<file path="config.mk">
export PLATFORM = sky130hd
export DESIGN_NAME = dup_uart
export DESIGN_NICKNAME = d
export VERILOG_FILES = /design/src/shared/dup_pkg.sv /design/src/design/dup_uart.sv
export SDC_FILE = /design/constraint.sdc
export NUM_CORES = 1
export LEC_CHECK = 0
export BUFFER_PORTS_ARGS = -buffer_cell sky130_fd_sc_hd__buf_2
export CORE_MARGIN = 1.5
export CORE_UTILIZATION = 35
export CTS_CLUSTER_DIAMETER = 150
export DETAILED_ROUTE_END_ITERATION = 6
export HOLD_SLACK_MARGIN = 0.03
export PLACE_DENSITY = 0.56
export RECOVER_POWER = 50
export SLEW_MARGIN = 20
export SYNTH_ARGS = -nofsm -noshare
export SYNTH_HDL_FRONTEND = slang
export SYNTH_SLANG_ARGS = --single-unit
</file>
<file path="constraint.sdc">
create_clock -name clk_i -period 5.2 [get_ports clk_i]
set_input_delay 1.04 -clock clk_i [delete_from_list [all_inputs] [get_ports clk_i]]
set_output_delay 1.04 -clock clk_i [all_outputs]
set_load 0.02 [all_outputs]
</file>
<file path="src/shared/dup_pkg.sv">
// Function
// - Only the selected channel reaches the shared pins; select 1 picks channel 1.
// - Loopback and select bits choose normal channel 0/1 or cross-channel loopback.
// - Every asynchronous byte travels least significant bit first.
// - Parity enable, parity polarity and one or two stop bits; 300 to 115200 baud.
// - Channel 0 sync mode: receive pin carries data, transmit pin shift clock, clock/12.
// - Sync reception starts once receive-complete is 0 and receive enable is 1.
// - Asynchronous reception starts on a start bit while receive enable is 1.
// - Channel 0 mode 1 frame: start 0, eight data bits, stop 1.
// - Mode 1 reception stores data in the buffer, stop bit in ninth-bit flag.
// - Mode 1 bit rate comes from reload generator or timer 1 as configured.
// - Mode 2 frame: start, eight data, ninth bit, stop; rate clock/32 or clock/64.
// - 11-bit modes send the transmit ninth bit, or parity when parity is enabled, and store received ninth bit.
// - Mode 3 uses the mode 2 frame with generator or timer 1 rate.
// - Timer 1 rate: 2^doubler times clock over 384 times (256 minus high byte).
// - Generator rate: 2^doubler times clock over 64 times (1024 minus reload).
// - Channel 1 rate: clock over 32 times (1024 minus reload); no timer option.
// - Reload value is high register bits 1:0 above low register bits 7:0.
// - Channel 1 mode 0 adds a ninth bit; mode 1 is plain eight bits.
// - Writing channel 0 buffer sends a byte; reading returns last received byte.
package dup_pkg;
   localparam int ADDR_W = 18;
   localparam int DATA_W = 32;
   localparam int NUM_CH = 2;
   // Register indexes; byte address is four times the index
   localparam logic [15:0] IDX_SERIAL0_CONTROL = 16'h009b;
   localparam logic [15:0] IDX_CH0_DATA = 16'h009c;
   localparam logic [15:0] IDX_CH0_REL_LO = 16'h009d;
   localparam logic [15:0] IDX_CH0_REL_HI = 16'h009e;
   localparam logic [15:0] IDX_SERIAL1_CONTROL = 16'h009f;
   localparam logic [15:0] IDX_CH1_DATA = 16'h00a0;
   localparam logic [15:0] IDX_CH1_REL_LO = 16'h00a1;
   localparam logic [15:0] IDX_CH1_REL_HI = 16'h00a2;
   localparam logic [15:0] IDX_SERIAL_CONFIG = 16'h00a3;
   localparam logic [15:0] IDX_PIN_POWER = 16'hfff1;
   // Serial control fields (both channels)
   localparam int SC_MODE_HI = 7;
   localparam int SC_MODE_LO = 6;
   localparam int SC_REN = 4;
   localparam int SC_TB9 = 3;
   localparam int SC_RB9 = 2;
   localparam int SC_TI = 1;
   localparam int SC_RI = 0;
   // Serial config fields
   localparam int CFG_DOUBLER = 0;
   localparam int CFG_INTGEN = 1;
   localparam int CFG_PAR_EN = 2;
   localparam int CFG_PAR_ODD = 3;
   localparam int CFG_TWO_STOP = 4;
   // Pin and power control fields
   localparam int PP_POWER_DOWN = 7;
   localparam int PP_LOOPBACK = 1;
   localparam int PP_PORT_SEL = 0;
   localparam logic [7:0] PP_MASK = 8'h83;
   localparam logic [7:0] REG_RESET = 8'h00;
   localparam logic [9:0] REL_RESET = 10'h000;
   // Timing
   localparam logic [3:0] OS_LAST = 4'hf;
   localparam logic [3:0] HALF_BIT = 4'h7;
   localparam logic [3:0] FRAME_BASE = 4'ha;
   localparam logic [3:0] DATA_BITS = 4'h8;
   localparam logic [3:0] MC_LAST = 4'hb;
   localparam logic [3:0] MC_HALF = 4'h6;
   localparam logic [4:0] PRE_INT_FAST = 5'h02;
   localparam logic [4:0] PRE_INT_SLOW = 5'h04;
   localparam logic [4:0] PRE_T1_FAST = 5'h0c;
   localparam logic [4:0] PRE_T1_SLOW = 5'h18;
   localparam logic [4:0] PRE_CH1 = 5'h02;
   localparam logic [10:0] RELOAD_SPAN = 11'h400;
   localparam logic [10:0] T1_SPAN = 11'h100;
   typedef enum logic [1:0] {DUP_MODE_SYNC, DUP_MODE_8BIT, DUP_MODE_9BIT_FIXED, DUP_MODE_9BIT_VAR} dup_mode_t;
   typedef enum logic [1:0] {DUP_IDLE, DUP_START, DUP_SHIFT} dup_state_t;
endpackage

</file>
<file path="src/design/dup_uart.sv">
// Design decision made here: the Wishbone interface to the registers.
`timescale 1ns/1ps
module dup_uart (
   // Clock and reset
   input wire logic clk_i,
   input wire logic rst_i,
   // Wishbone slave
   input wire logic cyc_i,
   input wire logic stb_i,
   input wire logic we_i,
   input wire logic [dup_pkg::ADDR_W-1:0] adr_i,
   input wire logic [3:0] sel_i,
   input wire logic [dup_pkg::DATA_W-1:0] dat_i,
   output logic [dup_pkg::DATA_W-1:0] dat_o,
   output logic ack_o,
   // Shared serial pins
   input wire logic rx_i,
   output logic rx_o,
   output logic rx_oe_n_o,
   output logic tx_o,
   // Timer and power
   input wire logic [7:0] timer1_high_byte_i,
   output logic power_down_o
);
   import dup_pkg::*;

   function automatic logic hit(input logic [15:0] a, input logic [15:0] idx);
      hit = (a == idx);
   endfunction

   // Bus
   logic ack;
   logic next_ack;
   logic [DATA_W-1:0] rdat;
   logic [DATA_W-1:0] next_rdat;
   logic [15:0] adr_idx;
   logic wr_en;
   logic [7:0] wdat;

   // Registers
   logic [7:0] ctl [NUM_CH];
   logic [7:0] next_ctl [NUM_CH];
   logic [7:0] rbuf [NUM_CH];
   logic [7:0] next_rbuf [NUM_CH];
   logic [9:0] rel [NUM_CH];
   logic [9:0] next_rel [NUM_CH];
   logic [7:0] cfg;
   logic [7:0] next_cfg;
   logic [7:0] ppc;
   logic [7:0] next_ppc;

   // Engines
   dup_state_t tx_st [NUM_CH];
   dup_state_t next_tx_st [NUM_CH];
   dup_state_t rx_st [NUM_CH];
   dup_state_t next_rx_st [NUM_CH];
   logic [11:0] tx_sh [NUM_CH];
   logic [11:0] next_tx_sh [NUM_CH];
   logic [9:0] rx_sh [NUM_CH];
   logic [9:0] next_rx_sh [NUM_CH];
   logic [3:0] tx_cnt [NUM_CH];
   logic [3:0] next_tx_cnt [NUM_CH];
   logic [3:0] tx_tk [NUM_CH];
   logic [3:0] next_tx_tk [NUM_CH];
   logic [3:0] rx_cnt [NUM_CH];
   logic [3:0] next_rx_cnt [NUM_CH];
   logic [3:0] rx_tk [NUM_CH];
   logic [3:0] next_rx_tk [NUM_CH];

   // Rate generation
   logic [4:0] pre [NUM_CH];
   logic [4:0] next_pre [NUM_CH];
   logic [10:0] div [NUM_CH];
   logic [10:0] next_div [NUM_CH];
   logic [4:0] pre_lim [NUM_CH];
   logic [10:0] div_lim [NUM_CH];
   logic tick [NUM_CH];
   logic [3:0] mc;
   logic [3:0] next_mc;
   logic mc_end;
   logic mc_sample;

   // Line routing
   logic rx_in [NUM_CH];
   logic tx_line [NUM_CH];
   logic pd;
   logic sync0;
   logic sclk;
   dup_mode_t mode0;

   assign pd = ppc[PP_POWER_DOWN];
   assign mode0 = dup_mode_t'(ctl[0][SC_MODE_HI:SC_MODE_LO]);
   assign sync0 = (mode0 == DUP_MODE_SYNC);
   assign adr_idx = adr_i[ADDR_W-1:2];
   assign wdat = dat_i[7:0];
   // Writes land on the edge where the master sees ack
   assign wr_en = cyc_i && stb_i && we_i && ack && sel_i[0];

   // ---------------- Bus slave ----------------
   always_comb begin
      next_ack = cyc_i && stb_i && !ack;
      next_rdat = rdat;
      if (cyc_i && stb_i && !ack) begin
         next_rdat = '0;
         if (hit(adr_idx, IDX_SERIAL0_CONTROL)) begin
            next_rdat[7:0] = ctl[0];
         end else if (hit(adr_idx, IDX_CH0_DATA)) begin
            next_rdat[7:0] = rbuf[0];
         end else if (hit(adr_idx, IDX_CH0_REL_LO)) begin
            next_rdat[7:0] = rel[0][7:0];
         end else if (hit(adr_idx, IDX_CH0_REL_HI)) begin
            next_rdat[1:0] = rel[0][9:8];
         end else if (hit(adr_idx, IDX_SERIAL1_CONTROL)) begin
            next_rdat[7:0] = ctl[1];
         end else if (hit(adr_idx, IDX_CH1_DATA)) begin
            next_rdat[7:0] = rbuf[1];
         end else if (hit(adr_idx, IDX_CH1_REL_LO)) begin
            next_rdat[7:0] = rel[1][7:0];
         end else if (hit(adr_idx, IDX_CH1_REL_HI)) begin
            next_rdat[1:0] = rel[1][9:8];
         end else if (hit(adr_idx, IDX_SERIAL_CONFIG)) begin
            next_rdat[7:0] = cfg;
         end else if (hit(adr_idx, IDX_PIN_POWER)) begin
            next_rdat[7:0] = ppc;
         end
      end
   end

   always_ff @(posedge clk_i) begin
      if (rst_i) begin
         ack <= 1'b0;
         rdat <= '0;
      end else begin
         ack <= next_ack;
         rdat <= next_rdat;
      end
   end

   assign ack_o = ack;
   assign dat_o = rdat;

   // ---------------- Rate generators ----------------
   always_comb begin
      // Channel 0: fixed, internal reload or timer 1 source
      if (mode0 == DUP_MODE_9BIT_FIXED) begin
         pre_lim[0] = cfg[CFG_DOUBLER] ? PRE_INT_FAST : PRE_INT_SLOW;
         div_lim[0] = 11'h001;
      end else if (cfg[CFG_INTGEN]) begin
         pre_lim[0] = cfg[CFG_DOUBLER] ? PRE_INT_FAST : PRE_INT_SLOW;
         div_lim[0] = RELOAD_SPAN - {1'b0, rel[0]};
      end else begin
         pre_lim[0] = cfg[CFG_DOUBLER] ? PRE_T1_FAST : PRE_T1_SLOW;
         div_lim[0] = T1_SPAN - {3'b000, timer1_high_byte_i};
      end
      pre_lim[1] = PRE_CH1;
      div_lim[1] = RELOAD_SPAN - {1'b0, rel[1]};
      next_mc = mc;
      mc_end = 1'b0;
      mc_sample = 1'b0;
      if (!pd) begin
         next_mc = (mc >= MC_LAST) ? 4'h0 : mc + 4'h1;
         mc_end = (mc == MC_LAST);
         mc_sample = (mc == MC_HALF);
      end
      for (int c = 0; c < NUM_CH; c++) begin
         next_pre[c] = pre[c];
         next_div[c] = div[c];
         tick[c] = 1'b0;
         // Oversampling tick runs at sixteen times the bit rate
         if (!pd) begin
            if (pre[c] >= pre_lim[c] - 5'h01) begin
               next_pre[c] = 5'h00;
               if (div[c] >= div_lim[c] - 11'h001) begin
                  next_div[c] = 11'h000;
                  tick[c] = 1'b1;
               end else begin
                  next_div[c] = div[c] + 11'h001;
               end
            end else begin
               next_pre[c] = pre[c] + 5'h01;
            end
         end
      end
   end

   always_ff @(posedge clk_i) begin
      if (rst_i) begin
         mc <= 4'h0;
         for (int c = 0; c < NUM_CH; c++) begin
            pre[c] <= 5'h00;
            div[c] <= 11'h000;
         end
      end else begin
         mc <= next_mc;
         for (int c = 0; c < NUM_CH; c++) begin
            pre[c] <= next_pre[c];
            div[c] <= next_div[c];
         end
      end
   end

   // ---------------- Registers and serial engines ----------------
   always_comb begin
      logic nine;
      logic sync;
      logic ninth;
      logic bit_end;
      logic [9:0] sh;
      nine = 1'b0;
      sync = 1'b0;
      ninth = 1'b0;
      bit_end = 1'b0;
      sh = '0;
      next_ctl = ctl;
      next_rbuf = rbuf;
      next_rel = rel;
      next_cfg = cfg;
      next_ppc = ppc;
      next_tx_st = tx_st;
      next_rx_st = rx_st;
      next_tx_sh = tx_sh;
      next_rx_sh = rx_sh;
      next_tx_cnt = tx_cnt;
      next_tx_tk = tx_tk;
      next_rx_cnt = rx_cnt;
      next_rx_tk = rx_tk;
      if (wr_en && hit(adr_idx, IDX_SERIAL_CONFIG)) begin
         next_cfg = wdat;
      end
      if (wr_en && hit(adr_idx, IDX_PIN_POWER)) begin
         next_ppc = wdat & PP_MASK;
      end
      for (int c = 0; c < NUM_CH; c++) begin
         nine = (c == 0) ? (mode0 == DUP_MODE_9BIT_FIXED || mode0 == DUP_MODE_9BIT_VAR)
                         : !ctl[1][SC_MODE_HI];
         sync = (c == 0) && sync0;
         // Software writes first so a same-cycle hardware set wins
         if (wr_en && hit(adr_idx, c == 0 ? IDX_SERIAL0_CONTROL : IDX_SERIAL1_CONTROL)) begin
            next_ctl[c] = wdat;
         end
         if (wr_en && hit(adr_idx, c == 0 ? IDX_CH0_REL_LO : IDX_CH1_REL_LO)) begin
            next_rel[c][7:0] = wdat;
         end
         if (wr_en && hit(adr_idx, c == 0 ? IDX_CH0_REL_HI : IDX_CH1_REL_HI)) begin
            next_rel[c][9:8] = wdat[1:0];
         end
         // Transmitter; a buffer write while busy is dropped
         ninth = cfg[CFG_PAR_EN] ? (^wdat ^ cfg[CFG_PAR_ODD]) : ctl[c][SC_TB9];
         case (tx_st[c])
            DUP_IDLE: begin
               if (wr_en && hit(adr_idx, c == 0 ? IDX_CH0_DATA : IDX_CH1_DATA)) begin
                  next_tx_st[c] = sync ? DUP_START : DUP_SHIFT;
                  next_tx_tk[c] = 4'h0;
                  if (sync) begin
                     next_tx_sh[c] = {4'hf, wdat};
                     next_tx_cnt[c] = DATA_BITS;
                  end else begin
                     next_tx_sh[c] = {2'b11, nine ? ninth : 1'b1, wdat, 1'b0};
                     next_tx_cnt[c] = FRAME_BASE + {3'b000, nine} + {3'b000, cfg[CFG_TWO_STOP]};
                  end
               end
            end
            DUP_SHIFT: begin
               bit_end = sync ? mc_end : (tick[c] && tx_tk[c] == OS_LAST);
               if (!sync && tick[c]) begin
                  next_tx_tk[c] = tx_tk[c] + 4'h1;
               end
               if (bit_end) begin
                  next_tx_sh[c] = {1'b1, tx_sh[c][11:1]};
                  next_tx_cnt[c] = tx_cnt[c] - 4'h1;
                  if (tx_cnt[c] == 4'h1) begin
                     next_tx_st[c] = DUP_IDLE;
                     next_ctl[c][SC_TI] = 1'b1;
                  end
               end
            end
            // Sync transfers wait for a machine-cycle boundary so no shift clock is cut short
            DUP_START: next_tx_st[c] = mc_end ? DUP_SHIFT : DUP_START;
            default: next_tx_st[c] = DUP_IDLE;
         endcase
         // Receiver
         case (rx_st[c])
            DUP_IDLE: begin
               next_rx_tk[c] = 4'h0;
               if (sync && !ctl[c][SC_RI] && ctl[c][SC_REN] && mc_end) begin
                  next_rx_st[c] = DUP_SHIFT;
                  next_rx_cnt[c] = DATA_BITS;
               end else if (!sync && tick[c] && ctl[c][SC_REN] && !rx_in[c]) begin
                  next_rx_st[c] = DUP_START;
               end
            end
            DUP_START: begin
               if (tick[c]) begin
                  next_rx_tk[c] = rx_tk[c] + 4'h1;
                  if (rx_tk[c] == HALF_BIT) begin
                     // A glitch shorter than half a bit is not a start bit
                     next_rx_st[c] = rx_in[c] ? DUP_IDLE : DUP_SHIFT;
                     next_rx_tk[c] = 4'h0;
                     next_rx_cnt[c] = FRAME_BASE - 4'h1 + {3'b000, nine};
                  end
               end
            end
            DUP_SHIFT: begin
               bit_end = sync ? mc_sample : (tick[c] && rx_tk[c] == OS_LAST);
               if (!sync && tick[c]) begin
                  next_rx_tk[c] = rx_tk[c] + 4'h1;
               end
               if (bit_end) begin
                  sh = {rx_in[c], rx_sh[c][9:1]};
                  next_rx_sh[c] = sh;
                  next_rx_cnt[c] = rx_cnt[c] - 4'h1;
                  if (rx_cnt[c] == 4'h1) begin
                     next_rx_st[c] = DUP_IDLE;
                     next_ctl[c][SC_RI] = 1'b1;
                     if (sync) begin
                        next_rbuf[c] = sh[9:2];
                     end else if (nine) begin
                        next_rbuf[c] = sh[7:0];
                        next_ctl[c][SC_RB9] = sh[8];
                     end else begin
                        next_rbuf[c] = sh[8:1];
                        next_ctl[c][SC_RB9] = sh[9];
                     end
                  end
               end
            end
            default: next_rx_st[c] = DUP_IDLE;
         endcase
      end
   end

   always_ff @(posedge clk_i) begin
      if (rst_i) begin
         cfg <= REG_RESET;
         ppc <= REG_RESET;
         for (int c = 0; c < NUM_CH; c++) begin
            ctl[c] <= REG_RESET;
            rbuf[c] <= REG_RESET;
            rel[c] <= REL_RESET;
            tx_st[c] <= DUP_IDLE;
            rx_st[c] <= DUP_IDLE;
            tx_sh[c] <= 12'hfff;
            rx_sh[c] <= 10'h000;
            tx_cnt[c] <= 4'h0;
            tx_tk[c] <= 4'h0;
            rx_cnt[c] <= 4'h0;
            rx_tk[c] <= 4'h0;
         end
      end else begin
         cfg <= next_cfg;
         ppc <= next_ppc;
         for (int c = 0; c < NUM_CH; c++) begin
            ctl[c] <= next_ctl[c];
            rbuf[c] <= next_rbuf[c];
            rel[c] <= next_rel[c];
            tx_st[c] <= next_tx_st[c];
            rx_st[c] <= next_rx_st[c];
            tx_sh[c] <= next_tx_sh[c];
            rx_sh[c] <= next_rx_sh[c];
            tx_cnt[c] <= next_tx_cnt[c];
            tx_tk[c] <= next_tx_tk[c];
            rx_cnt[c] <= next_rx_cnt[c];
            rx_tk[c] <= next_rx_tk[c];
         end
      end
   end

   // ---------------- Pin routing ----------------
   // Shift clock is low for the first half of each machine cycle while busy
   assign sclk = !(sync0 && (tx_st[0] == DUP_SHIFT || rx_st[0] == DUP_SHIFT) && mc < MC_HALF);
   assign tx_line[0] = sync0 ? sclk : ((tx_st[0] == DUP_SHIFT) ? tx_sh[0][0] : 1'b1);
   assign tx_line[1] = (tx_st[1] == DUP_SHIFT) ? tx_sh[1][0] : 1'b1;

   always_comb begin
      // Unselected receivers see an idle line
      rx_in[0] = 1'b1;
      rx_in[1] = 1'b1;
      case ({ppc[PP_LOOPBACK], ppc[PP_PORT_SEL]})
         2'b00: rx_in[0] = rx_i;
         2'b01: rx_in[1] = rx_i;
         2'b10: rx_in[1] = tx_line[0];
         2'b11: rx_in[0] = tx_line[1];
         default: rx_in[0] = 1'b1;
      endcase
   end

   assign tx_o = ppc[PP_PORT_SEL] ? tx_line[1] : tx_line[0];
   // Receive pin is driven only for a sync transmit on the selected channel 0
   assign rx_oe_n_o = !(!ppc[PP_PORT_SEL] && sync0 && tx_st[0] == DUP_SHIFT);
   assign rx_o = tx_sh[0][0];
   assign power_down_o = pd;
endmodule // dup_uart

</file>
## Word level (Yosys, flattened, before mapping)

Memory sizes are Yosys's and may differ from the RTL's.
Index checks and enable logic that the tools add are counted.

- Bits in registers: 160
- Memory bits (writable): 32
- Input port bits: 68
- Word-level logic and storage cells: 339
- Memories kept: 2

Memories:

| name | depth | bits a word | rd ports | clocked after Yosys merged registers in | write ports | RTL line | RTL |
|---|---|---|---|---|---|---|---|
| div | 2 | 11 | 2 | 0 | 2 | dup_uart.sv:73 | `logic [10:0] div [NUM_CH];` |
| pre | 2 | 5 | 2 | 0 | 2 | dup_uart.sv:71 | `logic [4:0] pre [NUM_CH];` |

- $add $sub $neg: 25
- Magnitude comparators: 6
- Equality and inequality tests: 56
- Muxes and demuxes: 144
- Bitwise operators: 5
- Reduce and logical (&&, ||, !) cells: 70

Operators with widths:

| operator | number |
|---|---|
| == test 16 x 8 -> 1 bit, second input constant | 9 |
| two-way mux 11 bit | 10 |
| two-way mux 4 bit | 23 |
| two-way mux 8 bit | 11 |
| two-way mux 12 bit | 4 |
| case mux 12 bit (2 select lines) | 2 |
| two-way mux 2 bit | 23 |
| two-way mux 5 bit | 9 |
| two-way mux 1 bit | 42 |
| inequality test 2 bit, second input constant | 20 |
| case mux 4 bit (2 select lines) | 5 |
| case mux 4 bit (3 select lines) | 3 |
| logical AND 1 bit | 31 |
| AND reduction 3 bit | 10 |
| case mux 2 bit (3 select lines) | 4 |
| adder 11 x 1 -> 11 bit, second input constant | 2 |
| greater-or-equal comparator 11 bit | 2 |
| subtractor 11 x 1 -> 11 bit, second input constant | 2 |
| subtractor 11 x 10 -> 11 bit, first input constant | 2 |
| adder 4 x 1 -> 4 bit, second input constant | 5 |
| == test 4 bit, second input constant | 5 |
| adder 4 x 1 -> 4 bit, first input constant | 4 |
| == test 16 bit, second input constant | 1 |
| == test 2 bit, second input constant | 8 |
| other kinds (28) | 69 |

## Depth between registers and ports, before layout

Gate-level depths: netlist (run 1).

- Depth after elaboration: 14
- Mapped depth: 19
- Depth with buffers taken out: 17

## Worst setup path before layout (run 1)

No wires, ideal clock.

- Path type: input port to flip-flop
- Start point: input timer1_high_byte_i[2]
- End point: register ctl[10] in the netlist's numbering
- Arrival: 4535 ps
- Data required time: 5070 ps
- Path slack: 534 ps
- Stages: 16
- Cell sequence: or4_1 -> or3_1 -> a21oi_1 -> a211oi_1 -> a211oi_1 -> nand3_1 -> xor2_1 -> ha_1 -> or2_2 -> a2111oi_2 -> a21oi_1 -> a41o_1 -> clkbuf_1 -> buf_2 -> nand3_1 -> o31ai_2

- Longest elaborated chain between the ends: 12

RTL lines:

| item | RTL line | RTL |
|---|---|---|
| start, declared | dup_uart.sv:22 | `input wire logic [7:0] timer1_high_byte_i,` |
| subtractor 9 x 8 -> 10 bit | dup_uart.sv:153 | `div_lim[0] = T1_SPAN - {3'b000, timer1_high_byte_i};` |
| two-way mux 11 bit | dup_uart.sv:148 | `end else if (cfg[CFG_INTGEN]) begin` |
| two-way mux 11 bit | dup_uart.sv:145 | `if (mode0 == DUP_MODE_9BIT_FIXED) begin` |
| subtractor 11 x 1 -> 11 bit | dup_uart.sv:173 | `if (div[c] >= div_lim[c] - 11'h001) begin` |
| greater-or-equal comparator 11 bit | dup_uart.sv:173 |  |
| two-way mux 1 bit | dup_uart.sv:173 |  |
| two-way mux 1 bit | dup_uart.sv:171 | `if (pre[c] >= pre_lim[c] - 5'h01) begin` |
| two-way mux 1 bit | dup_uart.sv:170 | `if (!pd) begin` |
| logical AND 1 bit | dup_uart.sv:304 | `bit_end = sync ? mc_sample : (tick[c] && rx_tk[c] == OS_LAST);` |
| two-way mux 1 bit | dup_uart.sv:304 |  |
| two-way mux 1 bit | dup_uart.sv:308 | `if (bit_end) begin` |
| two-way mux 1 bit | dup_uart.sv:282 | `case (rx_st[c])` |
| end signal, assigned by index | dup_uart.sv:353 | `ctl[c] <= next_ctl[c];` |
| end, declared | dup_uart.sv:41 | `logic [7:0] ctl [NUM_CH];` |

No other way between the ends.
A chain may end at the register's enable or synchronous reset.

## Final worst setup path (run 1)

- Start point: input timer1_high_byte_i[2]
- End point: register rx_tk[7] in the netlist's numbering

- Longest elaborated chain between the ends: 11
- Elaborated cells between the ends (all ways): 12
- Those cells by class: 2 x add/sub; 1 x order compare; 2 x eq/ne; 5 x mux; 2 x reduce/logical

RTL lines:

| item | RTL line | RTL |
|---|---|---|
| subtractor 9 x 8 -> 10 bit * | dup_uart.sv:153 |  |
| two-way mux 11 bit * | dup_uart.sv:148 |  |
| two-way mux 11 bit * | dup_uart.sv:145 |  |
| subtractor 11 x 1 -> 11 bit * | dup_uart.sv:173 |  |
| greater-or-equal comparator 11 bit * | dup_uart.sv:173 |  |
| two-way mux 1 bit * | dup_uart.sv:173 |  |
| two-way mux 1 bit * | dup_uart.sv:171 |  |
| two-way mux 1 bit * | dup_uart.sv:170 |  |
| logical AND 1 bit | dup_uart.sv:305 | `if (!sync && tick[c]) begin` |
| inequality test 2 bit (no line) | - |  |
| AND reduction 3 bit (no line) * | - |  |
| end signal, assigned by index | dup_uart.sv:363 | `rx_tk[c] <= next_rx_tk[c];` |
| end, declared | dup_uart.sv:67 | `logic [3:0] rx_tk [NUM_CH];` |

Every way passes the cells marked *; elsewhere a longest branch is shown, timed or not.

==> results of run 1 <==
-- cell type report --
class	instances	area, µm²	area share
multi-input cells	1105	6960	0.560
flip-flops and latches	186	3720	0.300
well taps	402	503	0.0405
repair buffers	86	482	0.0388
clock buffers	17	425	0.0343
inverters	46	173	0.0139
clock inverters	15	153	0.0123
-- state kept, by name (all words and copies together), names as in the netlist --
name    cells
div        22
rel        20
tx_sh      19
rx_sh      18
ctl        16
rbuf       16
pre        10
cfg         8
dat_o       8
rx_cnt      8
rx_tk       8
tx_cnt      8
tx_tk       8
mc          4
rx_st       4
tx_st       4
ppc         3
ack_o       1
rx_o        1
-- through the flow --
step | hold slack (ps) | setup slack [ps] | utilization | area [µm²]
after floorplan | 427 | 534 | - | 11400
after global placement | 439 | 175 | 0.376 | 11900
after detailed placement | 445 | 121 | 0.376 | 11900
after CTS | 453 | 585 | 0.394 | 12500
after global routing | 467 | 232 | 0.391 | 12400
final | 452 | 530 | 0.391 | 12400
-- per-layer routing --
| metal | GRT usage | up-vias |
|---|---|---|
| met1 | 0.254 | 4756 |
| met3 | 0.0316 | 28 |
| met5 | 0 | - |
| met2 | 0.316 | 178 |
| met4 | 0.0493 | 2 |
| li1 | - | 5059 |
-- cells in the mapped netlist, drive strengths merged (33+ instances only) --
cell	instances	area (µm²)
nor3	37	206
clkbuf	75	282
dfxtp	186	3720
a21oi	111	556
nand3	62	315
mux2i	77	771
ha	64	801
inv	46	173
nor2	171	647
o21ai	79	395
nand2	142	533
buf	33	220
-- power breakdown --
| group | internal (W) | switching [W] | total, W |
|---|---|---|---|
| sequential | 0.00146 | 0.0000374 | 0.00150 |
| clock | 0.000641 | 0.000662 | 0.00130 |
| combinational | 0.000215 | 0.000401 | 0.000616 |
| total | 0.00231 | 0.00110 | 0.00341 |
-- layout by cell type, fill, tap and decap left out, types with 10 or more instances in the layout --
master	count
clkbuf_16	17
o21ai_0	75
and3_1	15
dfxtp_1	186
nor3_1	36
o211ai_1	12
xor2_1	32
or4_1	13
buf_4	29
conb_1	24
clkbuf_1	17
a31oi_1	16
inv_1	46
xnor2_1	29
or3_1	14
nor2_1	169
buf_2	39
ha_1	64
nand2b_1	14
a211oi_1	14
nor2b_1	11
a21oi_1	111
nand4_1	17
o22ai_1	13
nand2_1	142
nand3_1	62
o31ai_1	10
mux2i_1	77
-- kinds of logic after synthesis --
| group | synth area share |
|---|---|
| xor+xnor | 0.0472 |
| mux | 0.0771 |
| simple gates | 0.238 |
| fa+ha+maj | 0.0708 |
| buf+inv | 0.0596 |
| compound gates | 0.177 |
| other cells | 0.000332 |
| flops | 0.329 |
-- worst max-delay path, stage by stage --
cell	delay (ps)
buf_2	110
or4_1	580
or3_1	330
a21oi_1	200
a211oi_1	100
a211oi_1	360
nand3_1	140
xor2_1	210
ha_1	190
or2_2	130
a2111oi_2	40
buf_4	140
a21oi_1	390
buf_4	210
a211oi_2	50
buf_4	170
or4_1	490
a21oi_1	140
-- worst min-delay path by stage --
stage            start       to  slack (ps)  cells after the start
2_1_floorplan  rbuf[1]  rbuf[1]         430                      2
3_3_place_gp    ctl[6]   ctl[6]         440                      2
3_5_place_dp   rbuf[7]  rbuf[7]         440                      2
4_1_cts        rbuf[7]  rbuf[7]         450                      2
5_1_grt        rbuf[7]  rbuf[7]         470                      2
6_report       rbuf[7]  rbuf[7]         450                      2
==> results_dict.tcl, run 1 <==
set metrics [dict create \
    outcome "complete, but fails checks" \
    failed_checks "max-capacitance violations, max-slew violations" \
    root_buffer "clkbuf_16" \
    fillers 3284 \
    grt_pass1_wl_um 50400 \
    wire_per_inst_um 16.9 \
    peakVddDrop_uv 243 \
    rsz0062_at_grt "false" \
    finalSetupViolations 0 \
    diodes 0 \
    required_ps 5550 \
    routed_wl_um 31400 \
    antenna_found_initial 1 \
    place.gp.congestion 0.875 \
    grt_max_degree 75 \
    nets 1574 \
    routed_via_density 5.40 \
    initial_core_util 0.356 \
    power_density_nw_per_um2 275 \
    final-max-slew-violation-count 113 \
    path_class "in -> reg" \
    postSynthAreaPerCell_um2 7.95 \
    ys_seq_elements 186 \
    core_um2 31700 \
    period_minus_slack_ps 4670 \
    start_kind "primary input" \
    instances_no_fill 1857 \
    syn_area_um2 11300 \
    r2r_cells 19 \
    postCtsResizedCells 0 \
    area_growth_pct 9.79 \
    cts_tree "yes" \
    vias 10000 \
    overflow 0 \
    cp-endpoint "rx_tk[7]" \
    synth_edf_count 0 \
    cts_sinks 186 \
    placedCellCount 1825 \
    io_pins 105 \
    drv_cap 3 \
    finClkSkew_ps 15.0 \
    setup.worst_path.start "timer1_high_byte_i[2]" \
    drive_gt1_frac 0.0907 \
    crit-reg2reg-capture "rx_tk[7]" \
    p_leak_nw 4.62 \
    hpwl_um 22300 \
    grtUsageTotal 0.190 \
    drc 0 \
    drtPass1Iterations 5 \
    drtAntennaViolNets 0 \
    wl_met2_um 14700 \
    path_max_fanout 6 \
    timing.setup.tns_ps 0 \
    grt_pass1_vias 9242 \
    async_flop_share 0 \
    endpoint_kind "register" \
    arrival_ps 5020 \
    clock_path_buffers 2 \
    yosysSeqAreaShare 0.329 \
    port_buffers 51 \
    r2r-start "rel[11]" \
    power_w 0.00341 \
    worst_slew_pin_slew_ps 1660 \
    regToRegSetupSlack_ps 600 \
    hold_viol 0 \
    timing.final.crit_share 0.898 \
    hp-class "reg -> reg" \
    ys_types 79 \
    chipWidth_um 183 \
    postCtsSetupBuffers 0 \
    relSlewSlack -0.104 \
    die-area_um2 33400 \
    wl_met1_um 15000 \
    netlist_instances 1422 \
    clock.fmax_ghz 0.214 \
    hold_buffers 0 \
    clock_latency_ps 450 \
    numCtsBuffers 17 \
    synthFlopType "dfxtp_1" \
    rows 65 \
    highest_layer "met5" \
    drt_iter0_drc 704 \
    cts.clk_slew.worst_paths_ps 70 \
    htreeDepth 4 \
    die_height_um 183 \
    ys_warn_count 0 \
    wl_met3_um 1220 \
]
(Power assumes the default switching activity.)
==> run 2, diff against run 1 <==
==> constraint.sdc (replaced) <==
create_clock -name clk_i -period 5.2 [get_ports clk_i]
set_input_delay 1.04 -clock clk_i [delete_from_list [all_inputs] [get_ports clk_i]]
set_output_delay 1.04 -clock clk_i [all_outputs]
set_load 0.05 [all_outputs]
==> run 2 against run 1 <==
Core utilization about the same; maximum frequency down 0.78%; via count up 0.52%; sequential share of layout area about the same; global-route usage up 0.067 points; clock skew up 6.7 ps; total power up 2.0%; critical path depth unchanged; first-iteration DRC count down 1.6%; largest power group unchanged; clock-buffer cell count unchanged; flip-flop and latch count unchanged; the run still ends with max-capacitance violations, max-slew violations left.
==> results_dict.tcl, run 2 (synthesis gave the netlist of run 1 again) <==
set metrics [dict create \
    io_pins 105 \
    min_from "rbuf[4]" \
    grt_pass1_vias 9336 \
    multi_input_area_um2 6970 \
    mostFrequentLayoutCell "dfxtp_1" \
    worst_slew_pin_slew_ps 2320 \
    arrival_ps 5070 \
    regToRegSetupSlack_ps 660 \
    timing.final.crit_share 0.905 \
    clock_path_buffers 2 \
    cts_tree "yes" \
    postCtsSetupBuffers 0 \
    relSlewSlack -0.546 \
    drc 0 \
    min_to "rbuf[4]" \
    finalSetupViolations 0 \
    overflow 0 \
    drtAntennaViolNets 0 \
    crit_chain "buf_2 -> buf_4 -> or3_1 -> or4_1 -> a21oi_1 -> a221oi_1 -> nor2_1 -> nand3_1 -> xor2_1 -> ha_1 -> nand4_1 -> nor2_1 -> a21oi_1 -> a21oi_1 -> a211oi_2 -> buf_4 -> or4_1 -> a21oi_1" \
    drv_cap 4 \
    clock_latency_ps 460 \
    grt_max_degree 83 \
    drive_gt1_frac 0.0909 \
    port_buffers 51 \
    numCtsBuffers 17 \
    start_kind "primary input" \
    routed_wl_um 31400 \
    clock.fmax_ghz 0.212 \
    setup.worst_path.start "timer1_high_byte_i[3]" \
    routed_via_density 5.43 \
    die_height_um 183 \
    peakVddDrop_uv 223 \
    postCtsResizedCells 0 \
    diodes 0 \
    hold_viol 0 \
    antenna_found_initial 1 \
    path_delay_family "simple AND/OR/NAND/NOR gates" \
    r2r_cells 18 \
    htreeDepth 4 \
    cts_sinks 186 \
    hp-class "reg -> reg" \
    required_ps 5570 \
    cts.clk_slew.worst_paths_ps 80 \
    p_leak_nw 4.62 \
    regMostFlops "div" \
    path_class "in -> reg" \
    power_density_nw_per_um2 280 \
    max_stage_delay_ps 490 \
    drt_iter0_drc 693 \
    root_buffer "clkbuf_16" \
    area_growth_pct 9.89 \
    initial_core_util 0.356 \
    cp_num_buf_inv 3 \
    final-max-slew-violation-count 126 \
    mostFrequentLayoutCells "dfxtp_1 (186), nor2_1 (169), nand2_1 (142)" \
    wire_per_inst_um 16.9 \
    power_w 0.00348 \
    hold_buffers 0 \
    r2r-start "rel[11]" \
    grtUsageTotal 0.190 \
    largest_reg_flops 22 \
    rsz0062_at_grt "false" \
    period_minus_slack_ps 4710 \
    slowest_stage "a21oi_1" \
    finClkSkew_ps 21.7 \
    timing.setup.tns_ps 0 \
    reg_top3 "div: 22 flops, rel: 20 flops, tx_sh: 19 flops" \
    fillers 3311 \
    core_um2 31700 \
    path_max_fanout 6 \
    vias 10100 \
    hpwl_um 22300 \
    crit-reg2reg-capture "tx_cnt[7]" \
    chipWidth_um 183 \
    seq_area_um2 3720 \
    outcome "complete, but fails checks" \
    die-area_um2 33400 \
    crit_top_cell "a21oi_1" \
    endpoint_kind "register" \
    rows 65 \
    grt_pass1_wl_um 50800 \
    nets 1571 \
    place.gp.congestion 0.873 \
    drtPass1Iterations 5 \
    whs_path_depth 2 \
    failed_checks "max-capacitance violations, max-slew violations" \
]
## run 2: worst max-delay path by stage
stage                to  slack (ps)  cells past startpoint
6_report       rx_tk[7]         490                     18
3_3_place_gp   rx_tk[7]         100                     18
5_1_grt        rbuf[15]          40                     18
2_1_floorplan   ctl[10]         530                     16
4_1_cts        rx_tk[7]         530                     18
3_5_place_dp   rx_tk[7]          60                     18
## run 2: stage by stage
| step | std cells | setup WS (ps) | hold WS (ps) | cell area (µm²) | util |
|---|---|---|---|---|---|
| floorplan | 1445 | 534 | 427 | 11400 | - |
| global route | 1854 | 41.3 | 474 | 12400 | 0.392 |
| CTS | 1854 | 526 | 457 | 12500 | 0.394 |
| finish | 1854 | 494 | 455 | 12400 | 0.392 |
| global placement | 1822 | 101 | 438 | 11900 | 0.375 |
| detailed placement | 1822 | 63.8 | 447 | 11900 | 0.375 |
## run 2: tightest hold or removal path: stages (launching register included)
cell     delay (ps)
dfxtp_1         310
nand2_1          50
a21oi_1          50
## run 2: cell type report
type / instances / share of cell area
clock buffer: 17 / 0.0342
clock inverter: 15 / 0.0134
inverter: 46 / 0.0139
multi-input combinational: 1105 / 0.561
sequential: 186 / 0.300
tap: 402 / 0.0405
timing repair buffer: 83 / 0.0377
## run 2: per-layer routing
layer,wire length (µm),up-vias,global-route usage
met5,12,-,0
met4,590,2,0.0526
met3,1180,44,0.0298
met2,15100,163,0.320
met1,14600,4797,0.252
li1,-,5069,-
## run 2: power breakdown
group	switching, W	total, W	leakage, nW	internal [W]
Combinational	0.000446	0.000659	2.83	0.000214
Sequential	0.0000378	0.00150	1.50	0.00146
Clock	0.000676	0.00133	0.290	0.000649
